===== src/gpio_cfg.svh =====
// register indices, reset values and field positions of the port block
// assumes a 32-bit apb slave where byte address = index * 4
`ifndef GPIO_CFG_SVH
`define GPIO_CFG_SVH
// register indices
`define IDX_PORT_A   10'h005
`define IDX_PORT_B   10'h006
`define IDX_PORT_C   10'h007
`define IDX_INTCTL   10'h00B
`define IDX_OPTION   10'h081
`define IDX_DIR_A    10'h085
`define IDX_DIR_B    10'h086
`define IDX_DIR_C    10'h087
`define IDX_ANALOG   10'h09F
// reset values
`define RST_OPTION   8'hFF
`define RST_DIR_A    6'h3F
`define RST_DIR_B    8'hFF
`define RST_DIR_C    8'hFF
`define RST_ANALOG   8'h00
`define RST_LATCH    8'h00
`define ANALOG_WMASK 8'h8F
// field positions
`define OPT_PULLUP_N 7
`define OPT_EDGE     6
`define INT_FLAG     0
`define PA_TIMER     4
`define PB_EXT       0
`define PB_PGM       3
`define PB_PGC       6
`define PB_PGD       7
`define SMB_LO       3
`define SMB_HI       4
// analog pin masks over port a bits 5..0
`define AN_ALL       6'h2F
`define AN_013       6'h0B
`define AN_0         6'h01
`define AN_NONE      6'h00
`endif


===== src/gpio_pkg.sv =====
// types shared by the three-port gpio block
// assumes gpio_cfg.svh holds the numeric constants
package gpio_pkg;
  // apb request bundle from the bus master
  typedef struct packed {
    logic        psel;
    logic        penable;
    logic        pwrite;
    logic [11:0] paddr;
    logic [31:0] pwdata;
  } apb_req_t;

  // peripheral claims on port c, one bit per pin
  typedef struct packed {
    logic [7:0] sel;
    logic [7:0] dout;
    logic [7:0] oe;
  } periph_pin_t;

  // decoded register target
  typedef enum logic [3:0] {
    SEL_NONE   = 4'b0000,
    SEL_PA     = 4'b0001,
    SEL_PB     = 4'b0010,
    SEL_PC     = 4'b0011,
    SEL_INTCTL = 4'b0100,
    SEL_OPTION = 4'b0101,
    SEL_DIR_A  = 4'b0110,
    SEL_DIR_B  = 4'b0111,
    SEL_DIR_C  = 4'b1000,
    SEL_ANALOG = 4'b1001
  } reg_sel_t;
endpackage


===== src/gpio_three_port.sv =====
// three-port gpio with change detect, pull-ups and peripheral override
// assumes an apb master on mclk_i and pins arriving asynchronously
`include "gpio_cfg.svh"

module gpio_three_port
  import gpio_pkg::*;
(
  input  wire logic        mclk_i,        // 40 mhz clock
  input  wire logic        arst_n_i,      // async reset, low
  input  wire apb_req_t    apb_i,         // apb request
  output logic [31:0]      prdata_o,      // apb read data
  output logic             pready_o,      // apb ready
  output logic             pslverr_o,     // unmapped address
  input  wire logic [5:0]  pa_in_i,       // port a pin levels
  output logic [5:0]       pa_out_o,      // port a drive value
  output logic [5:0]       pa_oe_n_o,     // port a enable, low drives
  input  wire logic [7:0]  pb_in_i,       // port b pin levels
  output logic [7:0]       pb_out_o,      // port b drive value
  output logic [7:0]       pb_oe_n_o,     // port b enable, low drives
  output logic [7:0]       pb_pullup_o,   // port b weak pull-up on
  input  wire logic [7:0]  pc_in_i,       // port c pin levels
  output logic [7:0]       pc_out_o,      // port c drive value
  output logic [7:0]       pc_oe_n_o,     // port c enable, low drives
  input  wire periph_pin_t pc_periph_i,   // peripheral claims on port c
  input  wire logic        i2c_en_i,      // two-wire module enabled
  input  wire logic        smbus_sel_i,   // serial status bit 6 value
  input  wire logic        lvp_en_i,      // low-voltage programming on
  output logic             smbus_lvl_o,   // port c bits 4,3 smbus levels
  output logic             timer_clk_o,   // synced timer clock pin
  output logic             ext_irq_o,     // synced external irq pin
  output logic             ext_edge_o,    // external irq edge select
  output logic             prog_mode_o,   // program-mode pin level
  output logic             prog_clock_o,  // programming clock level
  output logic             prog_data_o,   // programming data level
  output logic             wake_o         // port change wake request
);

  // ****************************************
  // reset release and pin synchronisers
  // ****************************************

  logic        rst_meta_r;
  logic        rst_n_r;
  logic [21:0] pin_meta_r;
  logic [21:0] pin_sync_r;
  logic [5:0]  pa_sync;
  logic [7:0]  pb_sync;
  logic [7:0]  pc_sync;

  // release is delayed two edges; assertion stays asynchronous
  always_ff @(posedge mclk_i or negedge arst_n_i) begin
    if (!arst_n_i) begin
      rst_meta_r <= 1'b0;
      rst_n_r    <= 1'b0;
    end else begin
      rst_meta_r <= 1'b1;
      rst_n_r    <= rst_meta_r;
    end
  end

  // two flops per pin; only the second stage is read
  always_ff @(posedge mclk_i or negedge rst_n_r) begin
    if (!rst_n_r) begin
      pin_meta_r <= 22'h000000;
      pin_sync_r <= 22'h000000;
    end else begin
      pin_meta_r <= {pc_in_i, pb_in_i, pa_in_i};
      pin_sync_r <= pin_meta_r;
    end
  end

  assign pa_sync = pin_sync_r[5:0];
  assign pb_sync = pin_sync_r[13:6];
  assign pc_sync = pin_sync_r[21:14];

  // ****************************************
  // apb decode
  // ****************************************

  // index decode shared by read mux and write strobes
  function automatic reg_sel_t decode_sel(input logic [11:0] addr);
    logic [9:0] idx;
    idx = addr[11:2];
    if (addr[1:0] != 2'b00)      decode_sel = SEL_NONE;
    else if (idx == `IDX_PORT_A) decode_sel = SEL_PA;
    else if (idx == `IDX_PORT_B) decode_sel = SEL_PB;
    else if (idx == `IDX_PORT_C) decode_sel = SEL_PC;
    else if (idx == `IDX_INTCTL) decode_sel = SEL_INTCTL;
    else if (idx == `IDX_OPTION) decode_sel = SEL_OPTION;
    else if (idx == `IDX_DIR_A)  decode_sel = SEL_DIR_A;
    else if (idx == `IDX_DIR_B)  decode_sel = SEL_DIR_B;
    else if (idx == `IDX_DIR_C)  decode_sel = SEL_DIR_C;
    else if (idx == `IDX_ANALOG) decode_sel = SEL_ANALOG;
    else                         decode_sel = SEL_NONE;
  endfunction

  // analog field to port a analog-pin mask; bit 4 never analog
  function automatic logic [5:0] analog_mask(input logic [3:0] fld);
    if (fld[3:2] == 2'b00)    analog_mask = `AN_ALL;
    else if (fld[3:1] == 3'b011) analog_mask = `AN_NONE;
    else if (fld == 4'h4 || fld == 4'h5 || fld == 4'hD)
      analog_mask = `AN_013;
    else if (fld == 4'hF)     analog_mask = `AN_0;
    else                      analog_mask = `AN_ALL;
  endfunction

  reg_sel_t    sel;
  logic        setup;
  logic        acc;
  logic        wr;
  logic [7:0]  wd;
  logic        pready_r;

  // a transfer completes in the first access cycle
  assign sel   = decode_sel(apb_i.paddr);
  assign setup = apb_i.psel & ~apb_i.penable;
  assign acc   = apb_i.psel & apb_i.penable & pready_r;
  assign wr    = acc & apb_i.pwrite;
  assign wd    = apb_i.pwdata[7:0];

  // ****************************************
  // software registers
  // ****************************************

  logic [5:0] pa_lat_r;
  logic [7:0] pb_lat_r;
  logic [7:0] pc_lat_r;
  logic [5:0] dir_a_r;
  logic [7:0] dir_b_r;
  logic [7:0] dir_c_r;
  logic [7:0] opt_r;
  logic [7:0] an_r;
  logic       flag_r;
  logic       flag_nxt;
  logic [3:0] ref_r;
  logic       mismatch;
  logic [5:0] an_mask;

  // writes land in latches, never in pin state
  always_ff @(posedge mclk_i or negedge rst_n_r) begin
    if (!rst_n_r) begin
      pa_lat_r <= 6'h00;
      pb_lat_r <= `RST_LATCH;
      pc_lat_r <= `RST_LATCH;
      dir_a_r  <= `RST_DIR_A;
      dir_b_r  <= `RST_DIR_B;
      dir_c_r  <= `RST_DIR_C;
      opt_r    <= `RST_OPTION;
      an_r     <= `RST_ANALOG;
    end else if (wr) begin
      if (sel == SEL_PA)     pa_lat_r <= wd[5:0];
      if (sel == SEL_PB)     pb_lat_r <= wd;
      if (sel == SEL_PC)     pc_lat_r <= wd;
      if (sel == SEL_DIR_A)  dir_a_r  <= wd[5:0];
      if (sel == SEL_DIR_B)  dir_b_r  <= wd;
      if (sel == SEL_DIR_C)  dir_c_r  <= wd;
      if (sel == SEL_OPTION) opt_r    <= wd;
      if (sel == SEL_ANALOG) an_r     <= wd & `ANALOG_WMASK;
    end
  end

  // ****************************************
  // change detect on port b bits 7..4
  // ****************************************

  // outputs are masked out by their direction bit
  assign mismatch = |((pb_sync[7:4] ^ ref_r) & dir_b_r[7:4]);

  // set beats a software clear in the same cycle
  assign flag_nxt = mismatch ? 1'b1 :
                    (wr && sel == SEL_INTCTL) ? wd[`INT_FLAG] : flag_r;

  // polling here would refresh the reference and hide edges
  always_ff @(posedge mclk_i or negedge rst_n_r) begin
    if (!rst_n_r) begin
      flag_r <= 1'b0;
      ref_r  <= 4'h0;
    end else begin
      flag_r <= flag_nxt;
      if (acc && sel == SEL_PB) ref_r <= pb_sync[7:4];
    end
  end

  // ****************************************
  // apb read path
  // ****************************************

  logic [7:0] rdata;
  logic       rerr;

  assign an_mask = analog_mask(an_r[3:0]);

  // analog pins read zero regardless of direction
  always_comb begin
    rdata = 8'h00;
    rerr  = 1'b0;
    case (sel)
      SEL_PA:     rdata = {2'b00, pa_sync & ~an_mask};
      SEL_PB:     rdata = pb_sync;
      SEL_PC:     rdata = pc_sync;
      SEL_INTCTL: rdata = {7'h00, flag_r};
      SEL_OPTION: rdata = opt_r;
      SEL_DIR_A:  rdata = {2'b00, dir_a_r};
      SEL_DIR_B:  rdata = dir_b_r;
      SEL_DIR_C:  rdata = dir_c_r;
      SEL_ANALOG: rdata = an_r;
      default:    rerr  = 1'b1;
    endcase
  end

  // answer is captured in setup, shown for one access cycle
  always_ff @(posedge mclk_i or negedge rst_n_r) begin
    if (!rst_n_r) begin
      pready_r  <= 1'b0;
      prdata_o  <= 32'h00000000;
      pslverr_o <= 1'b0;
    end else begin
      pready_r  <= setup;
      prdata_o  <= setup ? {24'h000000, rdata} : 32'h00000000;
      pslverr_o <= setup & rerr;
    end
  end

  assign pready_o = pready_r;

  // ****************************************
  // pin drive
  // ****************************************

  logic [5:0] pa_out_nxt;
  logic [5:0] pa_oe_n_nxt;
  logic [7:0] pb_oe_n_nxt;
  logic [7:0] pc_out_nxt;
  logic [7:0] pc_oe_n_nxt;

  // open-drain bit only ever sinks current
  always_comb begin
    pa_out_nxt  = pa_lat_r;
    pa_oe_n_nxt = dir_a_r;
    pa_out_nxt[`PA_TIMER]  = 1'b0;
    pa_oe_n_nxt[`PA_TIMER] = dir_a_r[`PA_TIMER] | pa_lat_r[`PA_TIMER];
    pb_oe_n_nxt = dir_b_r;
    pb_oe_n_nxt[`PB_PGM] = dir_b_r[`PB_PGM] | lvp_en_i;
  end

  // per-pin peripheral mux on port c
  for (genvar i = 0; i < 8; i++) begin : g_pc
    assign pc_out_nxt[i]  = pc_periph_i.sel[i] ? pc_periph_i.dout[i] : pc_lat_r[i];
    assign pc_oe_n_nxt[i] = pc_periph_i.sel[i] ? ~pc_periph_i.oe[i] : dir_c_r[i];
  end

  // pin registers; everything floats during reset
  always_ff @(posedge mclk_i or negedge rst_n_r) begin
    if (!rst_n_r) begin
      pa_out_o    <= 6'h00;
      pa_oe_n_o   <= 6'h3F;
      pb_out_o    <= 8'h00;
      pb_oe_n_o   <= 8'hFF;
      pb_pullup_o <= 8'h00;
      pc_out_o    <= 8'h00;
      pc_oe_n_o   <= 8'hFF;
    end else begin
      pa_out_o    <= pa_out_nxt;
      pa_oe_n_o   <= pa_oe_n_nxt;
      pb_out_o    <= pb_lat_r;
      pb_oe_n_o   <= pb_oe_n_nxt;
      pb_pullup_o <= {8{~opt_r[`OPT_PULLUP_N]}} & pb_oe_n_nxt;
      pc_out_o    <= pc_out_nxt;
      pc_oe_n_o   <= pc_oe_n_nxt;
    end
  end

  // ****************************************
  // alternate functions
  // ****************************************

  // programming pins pass only while low-voltage mode is on
  always_ff @(posedge mclk_i or negedge rst_n_r) begin
    if (!rst_n_r) begin
      timer_clk_o  <= 1'b0;
      ext_irq_o    <= 1'b0;
      ext_edge_o   <= 1'b1;
      prog_mode_o  <= 1'b0;
      prog_clock_o <= 1'b0;
      prog_data_o  <= 1'b0;
      smbus_lvl_o  <= 1'b0;
      wake_o       <= 1'b0;
    end else begin
      timer_clk_o  <= pa_sync[`PA_TIMER];
      ext_irq_o    <= pb_sync[`PB_EXT];
      ext_edge_o   <= opt_r[`OPT_EDGE];
      prog_mode_o  <= lvp_en_i & pb_sync[`PB_PGM];
      prog_clock_o <= lvp_en_i & pb_sync[`PB_PGC];
      prog_data_o  <= lvp_en_i & pb_sync[`PB_PGD];
      smbus_lvl_o  <= i2c_en_i & smbus_sel_i;
      wake_o       <= flag_r;
    end
  end
endmodule


===== config.mk =====
export PLATFORM = sky130hd
export DESIGN_NAME = gpio_three_port
export DESIGN_NICKNAME = d
export VERILOG_FILES = /design/src/gpio_pkg.sv /design/src/gpio_three_port.sv
export VERILOG_INCLUDE_DIRS = /design/src /design/src/src
export SDC_FILE = /design/constraint.sdc
export NUM_CORES = 1
export LEC_CHECK = 0
export ABC_AREA = 0
export BUFFER_PORTS_ARGS = -buffer_cell sky130_fd_sc_hd__buf_4
export CAP_MARGIN = 20
export CORE_MARGIN = 3
export CORE_UTILIZATION = 40
export DETAILED_ROUTE_END_ITERATION = 10
export GPL_ROUTABILITY_DRIVEN = 0
export PLACE_DENSITY = 0.71
export SYNTH_ARGS = -nofsm -noshare
export SYNTH_HDL_FRONTEND = slang
export SYNTH_SLANG_ARGS = --single-unit

===== constraint.sdc =====
create_clock -name mclk_i -period 6.39 [get_ports mclk_i]
set_input_delay 0 -clock mclk_i [delete_from_list [all_inputs] [get_ports mclk_i]]
set_output_delay 0 -clock mclk_i [all_outputs]
set_load 0.02 [all_outputs]

==> results of run 1 <==
## logic make-up after synthesis
group / after synthesis / share of synthesized area (%)
AOI/OAI and AO/OA: 52 / 5.71
other: 2 / 0.111
muxes: 82 / 13.6
xor gates and xnor gates: 7 / 0.905
DFF: 177 / 66.3
and+or+nand+nor: 95 / 9.08
buffers and inverters: 40 / 4.28
## cells in the final DEF (no fill, tap or decap), types with 3 or more instances in the layout
master	n
buf_4	144
dfrtp_1	123
mux2_2	79
dlygate4sd3_1	70
dfstp_2	53
conb_1	26
nor2_1	18
clkbuf_16	17
nand2_1	16
a21oi_1	14
nor2b_1	9
nand3_1	9
xor2_1	7
a22oi_1	7
o21ai_0	6
or2_2	4
nor4_4	4
inv_1	4
a222oi_1	4
and3_1	4
and2_1	4
nor3_1	3
nor2_2	3
mux2i_1	3
a31oi_1	3
a32oi_1	3
clkinv_4	3
clkinv_2	3
clkinvlp_4	3
## report_power, final
part | switching [mW] | internal, mW | total (mW)
registers | 0.0171 | 1.15 | 1.17
clock network | 0.422 | 0.549 | 0.970
logic | 0.0812 | 0.0821 | 0.163
## final timing paths
path / startpoint / end / slack [ps] / cells past startpoint
hold / removal: apb_i[35] / dir_a_r[3] / 80 / 3
setup reg to reg: pready_o / pc_lat_r[5] / 4180 / 4
setup / recovery: apb_i[35] / pb_lat_r[4] / 4110 / 7
max in group asynchronous: rst_n_r / pb_pullup_o[2] / 4620 / 1
hold reg to reg: pin_meta_r[12] / pin_sync_r[12] / 340 / 0
min in group asynchronous: arst_n_i / rst_meta_r / 440 / 3
## cells in the mapped netlist, types with 2 or more instances
cell	count	area share, %
a32oi_1	3	0.39
buf_6	5	0.83
or2_2	4	0.37
o21ai_0	6	0.44
conb_1	2	0.11
buf_2	4	0.30
nand2_1	16	0.89
nor4_4	4	1.3
dfstp_2	53	21
and3b_2	2	0.30
and3_1	4	0.37
a222oi_1	4	0.59
inv_1	4	0.22
nor2b_1	9	0.83
a21oi_1	14	1.0
a22oi_1	7	0.78
dfrtp_1	124	46
a31oi_1	3	0.28
nand4_1	2	0.18
a221o_2	2	0.33
buf_4	26	2.9
and2_1	4	0.37
nand3_1	9	0.66
nor2_1	18	1.0
mux2_2	79	13
nor2_2	3	0.28
xor2_1	7	0.90
mux2i_1	3	0.44
nor3_1	3	0.22
## flip-flops by register name (all words and copies together) (netlist names), 8 cells and up
signal / count
pb_pullup_o: 8
pc_oe_n_o: 8
pb_lat_r: 8
dir_b_r: 8
pb_out_o: 8
prdata_o: 8
pc_out_o: 8
pb_oe_n_o: 8
opt_r: 8
pc_lat_r: 8
pin_sync_r: 22
dir_c_r: 8
pin_meta_r: 22
## layout make-up
cell class              instances  area, um2
fillers                      1313       7030
flip-flops and latches        177       4500
multi-input cells             262       2080
repair buffers                214       1780
clock buffers                  20        447
well taps                     216        270
clock inverters                12        111
inverters                       4       15.0
## critical path, delay by kind of cell
kind,cells,cell delay (ps)
buffers and inverters,1,150
muxes,1,430
AOI/OAI and AO/OA,2,860
and+or+nand+nor,3,1130
## routing by layer
layer	global-route usage (%)	wire length, um	share of wire [%]
met4	6.49	335	2.1
met1	23.0	6730	42
met3	4.66	1040	6.5
met2	28.9	7980	50
met5	0	0	0
## timing repair
| item | 4_1_cts | 5_1_grt |
|---|---|---|
| hold buffers | 70 | 0 |
| endpoints found under the hold margin | 106 | 0 |
| setup buffers | 0 | 0 |
| gates resized for setup | 0 | 0 |
==> flow_summary.toml, run 1 <==
[detailed_routing]
wl_per_cell_um = 17.8
first_pass_iters = 5
detail_route.wirelength_um = 16100
dr_total_vias = 4415
route.detailed.vias_per_inst = 4.88
drcViolationCount = 0
antenna_violating_nets_post_route = 0
drt_first_iter_violations = 214

[timing]
slew-limit-headroom_pct = 37.4
timing_max_transition_violations_final = 0
whs_ps = 81.3
timing.final.crit_period_ps = 2280
grt_setup_unrepaired = "false"
finalHoldViolations = 0
setup_total_neg_slack_ps = 0
timing.clock.skew_ps = 19.3
setup_viol = 0
post-route-period-util_pct = 35.7
fin_ws_ps = 4110
highest_achievable_clock_rate_mhz = 439
worst_slew_pin_slew_ps = 939

[synthesis]
postSynthCellCount = 455
synth.avg_cell_area_um2 = 14.9
number_of_distinct_library_cell_variants_in_the_gate_level_netlist_after_synthesis = 60
warnings_synthesis = 0
synth_edf_count = 0
top_reg_cell_synth = "dfrtp_1"
postSynth.asyncResetShare_pct = 100
syn-cell-area_mm2 = 0.00678
yosysSeqAreaShare_pct = 66.3
synth-seq-cells = 177

[job]
drv.max_cap_violation_count = 0

[worst_setup_path]
crit_slowest_cell = "a21o_1"
crit_path_end_kind = "flop"
worst-path-max-fanout = 21
arrival_ps = 2580
crit_path_start_kind = "input port"
cpPeakStageDelay_ps = 660
worstPathRequired_ps = 6690
path_cells = "buf_4, and4bb_2, a22oi_2, a21o_1, nand3_1, nor2_2, mux2_2"
setup.worst_path.class = "input port to flop"

[cts]
cts_buffers = 17
cts-htree-levels = 4
cts_tree = "done"
clock_latency_ps = 430
cts_root_buf = "clkbuf_16"
clock_tree.buffer_depth = 2
clkSlewWorstSetupHoldPaths_ps = 70
clock_sink_count = 177

[grt]
grt_first_pass_wirelength_um = 25000
grt_remaining_overflow = 0
grt_antenna_before_repair = 0
vias_in_the_first_global_route = 4699
grt_start_max_net_pins = 76
grtUsageTotal_pct = 17.8

[finish]
n_antenna_cell = 0
synthToLayoutAreaGrowth_pct = 35.8
layout.core_utilization_pct = 56.7
num-nets-final = 774
layout.cell_area.non_filler_mm2 = 0.00921
post_route_cells_drive_above_1_share_pct = 48.8
finish.cell_count_without_fillers = 905

[place]
placed_area_mm2 = 0.00795
place_hpwl_um = 11000
place_inst = 803
io_port_bufs = 142
placement.setup.worst_slack_ps = 3680

[floorplan]
placement_rows = 46
coreArea_mm2 = 0.0162
ios = 192
dieArea_mm2 = 0.0185
die_w_um = 136
fp.dieH_um = 136
floorplan.initialDensity_pct = 41.8

[worst_hold_path]
worst_hold_path_type = "input port to flop"

[outcome]
outcome = "finished clean"

[power]
power.density_cell_area_mw_per_mm2 = 250
power.leakage_nw = 4.31
report.power.total_mw = 2.30
worst_ir_drop_vdd_uv = 183
No activity file was read; power rests on OpenSTA's default activity.
==> run 2: changes to the inputs <==
--- a/config.mk
+++ b/config.mk
@@ -13,7 +13,7 @@
 export CORE_UTILIZATION = 40
 export DETAILED_ROUTE_END_ITERATION = 10
 export GPL_ROUTABILITY_DRIVEN = 0
-export PLACE_DENSITY = 0.71
+export PLACE_DENSITY = 0.73
 export SYNTH_ARGS = -nofsm -noshare
 export SYNTH_HDL_FRONTEND = slang
 export SYNTH_SLANG_ARGS = --single-unit
==> constraint.sdc (replaced) <==
create_clock -name mclk_i -period 1.8 [get_ports mclk_i]
set_input_delay 0 -clock mclk_i [delete_from_list [all_inputs] [get_ports mclk_i]]
set_output_delay 0 -clock mclk_i [all_outputs]
set_load 0.02 [all_outputs]
==> flow_summary.toml, run 2 (synthesis results as in run 1) <==
[cts]
cts-htree-levels = 4
clock_sink_count = 177
cts_root_buf = "clkbuf_16"
cts_tree = "done"
clkSlewWorstSetupHoldPaths_ps = 60
clock_latency_ps = 430
clock_tree.buffer_depth = 2
cts_buffers = 17

[grt]
grt_first_pass_wirelength_um = 25600
vias_in_the_first_global_route = 4831
grt_start_max_net_pins = 76
grtUsageTotal_pct = 18.2
grt_antenna_before_repair = 0
grt_remaining_overflow = 0

[detailed_routing]
route.detailed.vias_per_inst = 4.87
drcViolationCount = 0
detail_route.wirelength_um = 16500
drt_first_iter_violations = 332
top_layer = "met4"
routed-wl-met2_um = 8080
antenna_violating_nets_post_route = 0
wl_per_cell_um = 17.4
first_pass_iters = 7
wl_on_met1_um = 6950
dr_total_vias = 4614
met3RoutedLength_um = 961

[power]
power.leakage_nw = 4.61
netSwitchingFraction_pct = 21.9
power.density_cell_area_mw_per_mm2 = 899
net-switching-power_mw = 1.91
worst_ir_drop_vdd_uv = 629
proportion_of_power_drawn_by_the_clock_network_pct = 45.6
report.power.total_mw = 8.73
power_frac_comb_pct = 7.3
share_seq_of_total_power_pct = 47.2
internal_power_mw = 6.82

[job]
drv.max_cap_violation_count = 0

[worst_setup_path]
path_cells = "nand4_1, nor2_1, and3_1, buf_12, mux2_2"
crit_path_start_kind = "flop"
crit_path_end_kind = "flop"
cpPeakStageDelay_ps = 360
crit_slowest_cell = "dfrtp_1"
timing.critical_path.max_delay_family = "simple AND/OR/NAND/NOR gates"
worst-path-max-fanout = 8
arrival_ps = 1960
critical_path_buf_inv_count = 1
worstPathRequired_ps = 2110
setup.worst_path.class = "flop to flop"

[floorplan]
die_w_um = 136
floorplan.initialDensity_pct = 41.8
ios = 192
placement_rows = 46
dieArea_mm2 = 0.0185
fp.dieH_um = 136
coreArea_mm2 = 0.0162

[timing]
grt_setup_unrepaired = "false"
highest_achievable_clock_rate_mhz = 606
timing.final.crit_period_ps = 1650
setup_viol = 0
post-route-period-util_pct = 91.7
fin_ws_ps = 150
finalHoldViolations = 0
timing.clock.skew_ps = 7.06
timing_max_transition_violations_final = 0

[place]
placement.setup.worst_slack_ps = -185
io_port_bufs = 142
place_inst = 847
placed_area_mm2 = 0.00838
place_hpwl_um = 11600

[finish]
finish.cell_count_without_fillers = 948
layout.cells.most_common = "buf_4"
post_route_cells_drive_above_1_share_pct = 52.2
biggestRegsByFlops = "pin_meta_r (22), pin_sync_r (22)"
n_antenna_cell = 0
layout_common_cells = "180 x buf_4, 123 x dfrtp_1, 79 x mux2_2"
synthToLayoutAreaGrowth_pct = 43.4
layout.cell_area.non_filler_mm2 = 0.00972
num-nets-final = 817

[outcome]
outcome = "finished clean"

[worst_hold_path]
worst_hold_path_type = "input port to flop"
-- run 2: power groups by stage --
stage                     Clock [mW]  Combinational, mW  Sequential (mW)
after floorplan                    0              0.182             4.27
after global placement             0              0.497             4.19
after detailed placement           0              0.512             4.19
after CTS                       4.08              0.633             4.12
after global routing            4.27              0.686             4.12
final                           3.98              0.634             4.12
-- run 2: area by class of cell --
cell class	count	area, um2
Clock inverter	13	198
Tap cell	216	270
Timing Repair Buffer	257	2200
Fill cell	1282	6510
Inverter	4	15.0
Multi-Input combinational cell	262	2080
Clock buffer	19	453
Sequential cell	177	4500
-- run 2: path summary, 6_finish.rpt --
kind | cells past startpoint | startpoint | endpoint | slack (ps)
worst max-delay path | 5 | pready_o | pc_lat_r[7] | 150
worst min-delay path | 6 | apb_i[44] | flag_r | 200
worst max register to register | 5 | pready_o | pc_lat_r[7] | 150
worst min register to register | 0 | rst_n_r | pc_out_o[1] | 210
max in group asynchronous | 1 | rst_n_r | pa_oe_n_o[2] | 860
min in group asynchronous | 0 | rst_n_r | pc_out_o[1] | 210
-- run 2: what timing repair did --
action                    in CTS  in global routing
hold endpoints to repair     106                  0
setup buffers                  0                  0
hold buffers                  69                  0
resized for setup              0                  0
-- run 2: worst reg2reg max path: stages, from the launching register on --
cell	delay, ps
dfrtp_1	360
nand4_1	180
nor2_1	200
and3_1	290
buf_12	170
mux2_2	330
-- run 2: stage by stage --
| stage | hold WS [ps] | TNS [ps] | utilization [%] |
|---|---|---|---|
| 2_1_floorplan | -296 | 0 | - |
| 3_3_place_gp | -217 | -3420 | 51.6 |
| 5_1_grt | 199 | 0 | 59.9 |
| 4_1_cts | 181 | 0 | 59.9 |
| 6_report | 200 | 0 | 59.9 |
| 3_5_place_dp | -214 | -5550 | 51.6 |
-- run 2: layer usage --
metal | up-vias | GRT usage (%)
li1 | 2095 | -
met1 | 2306 | 23.4
met2 | 167 | 28.9
met3 | 46 | 5.22
met4 | 0 | 8.06
met5 | - | 0
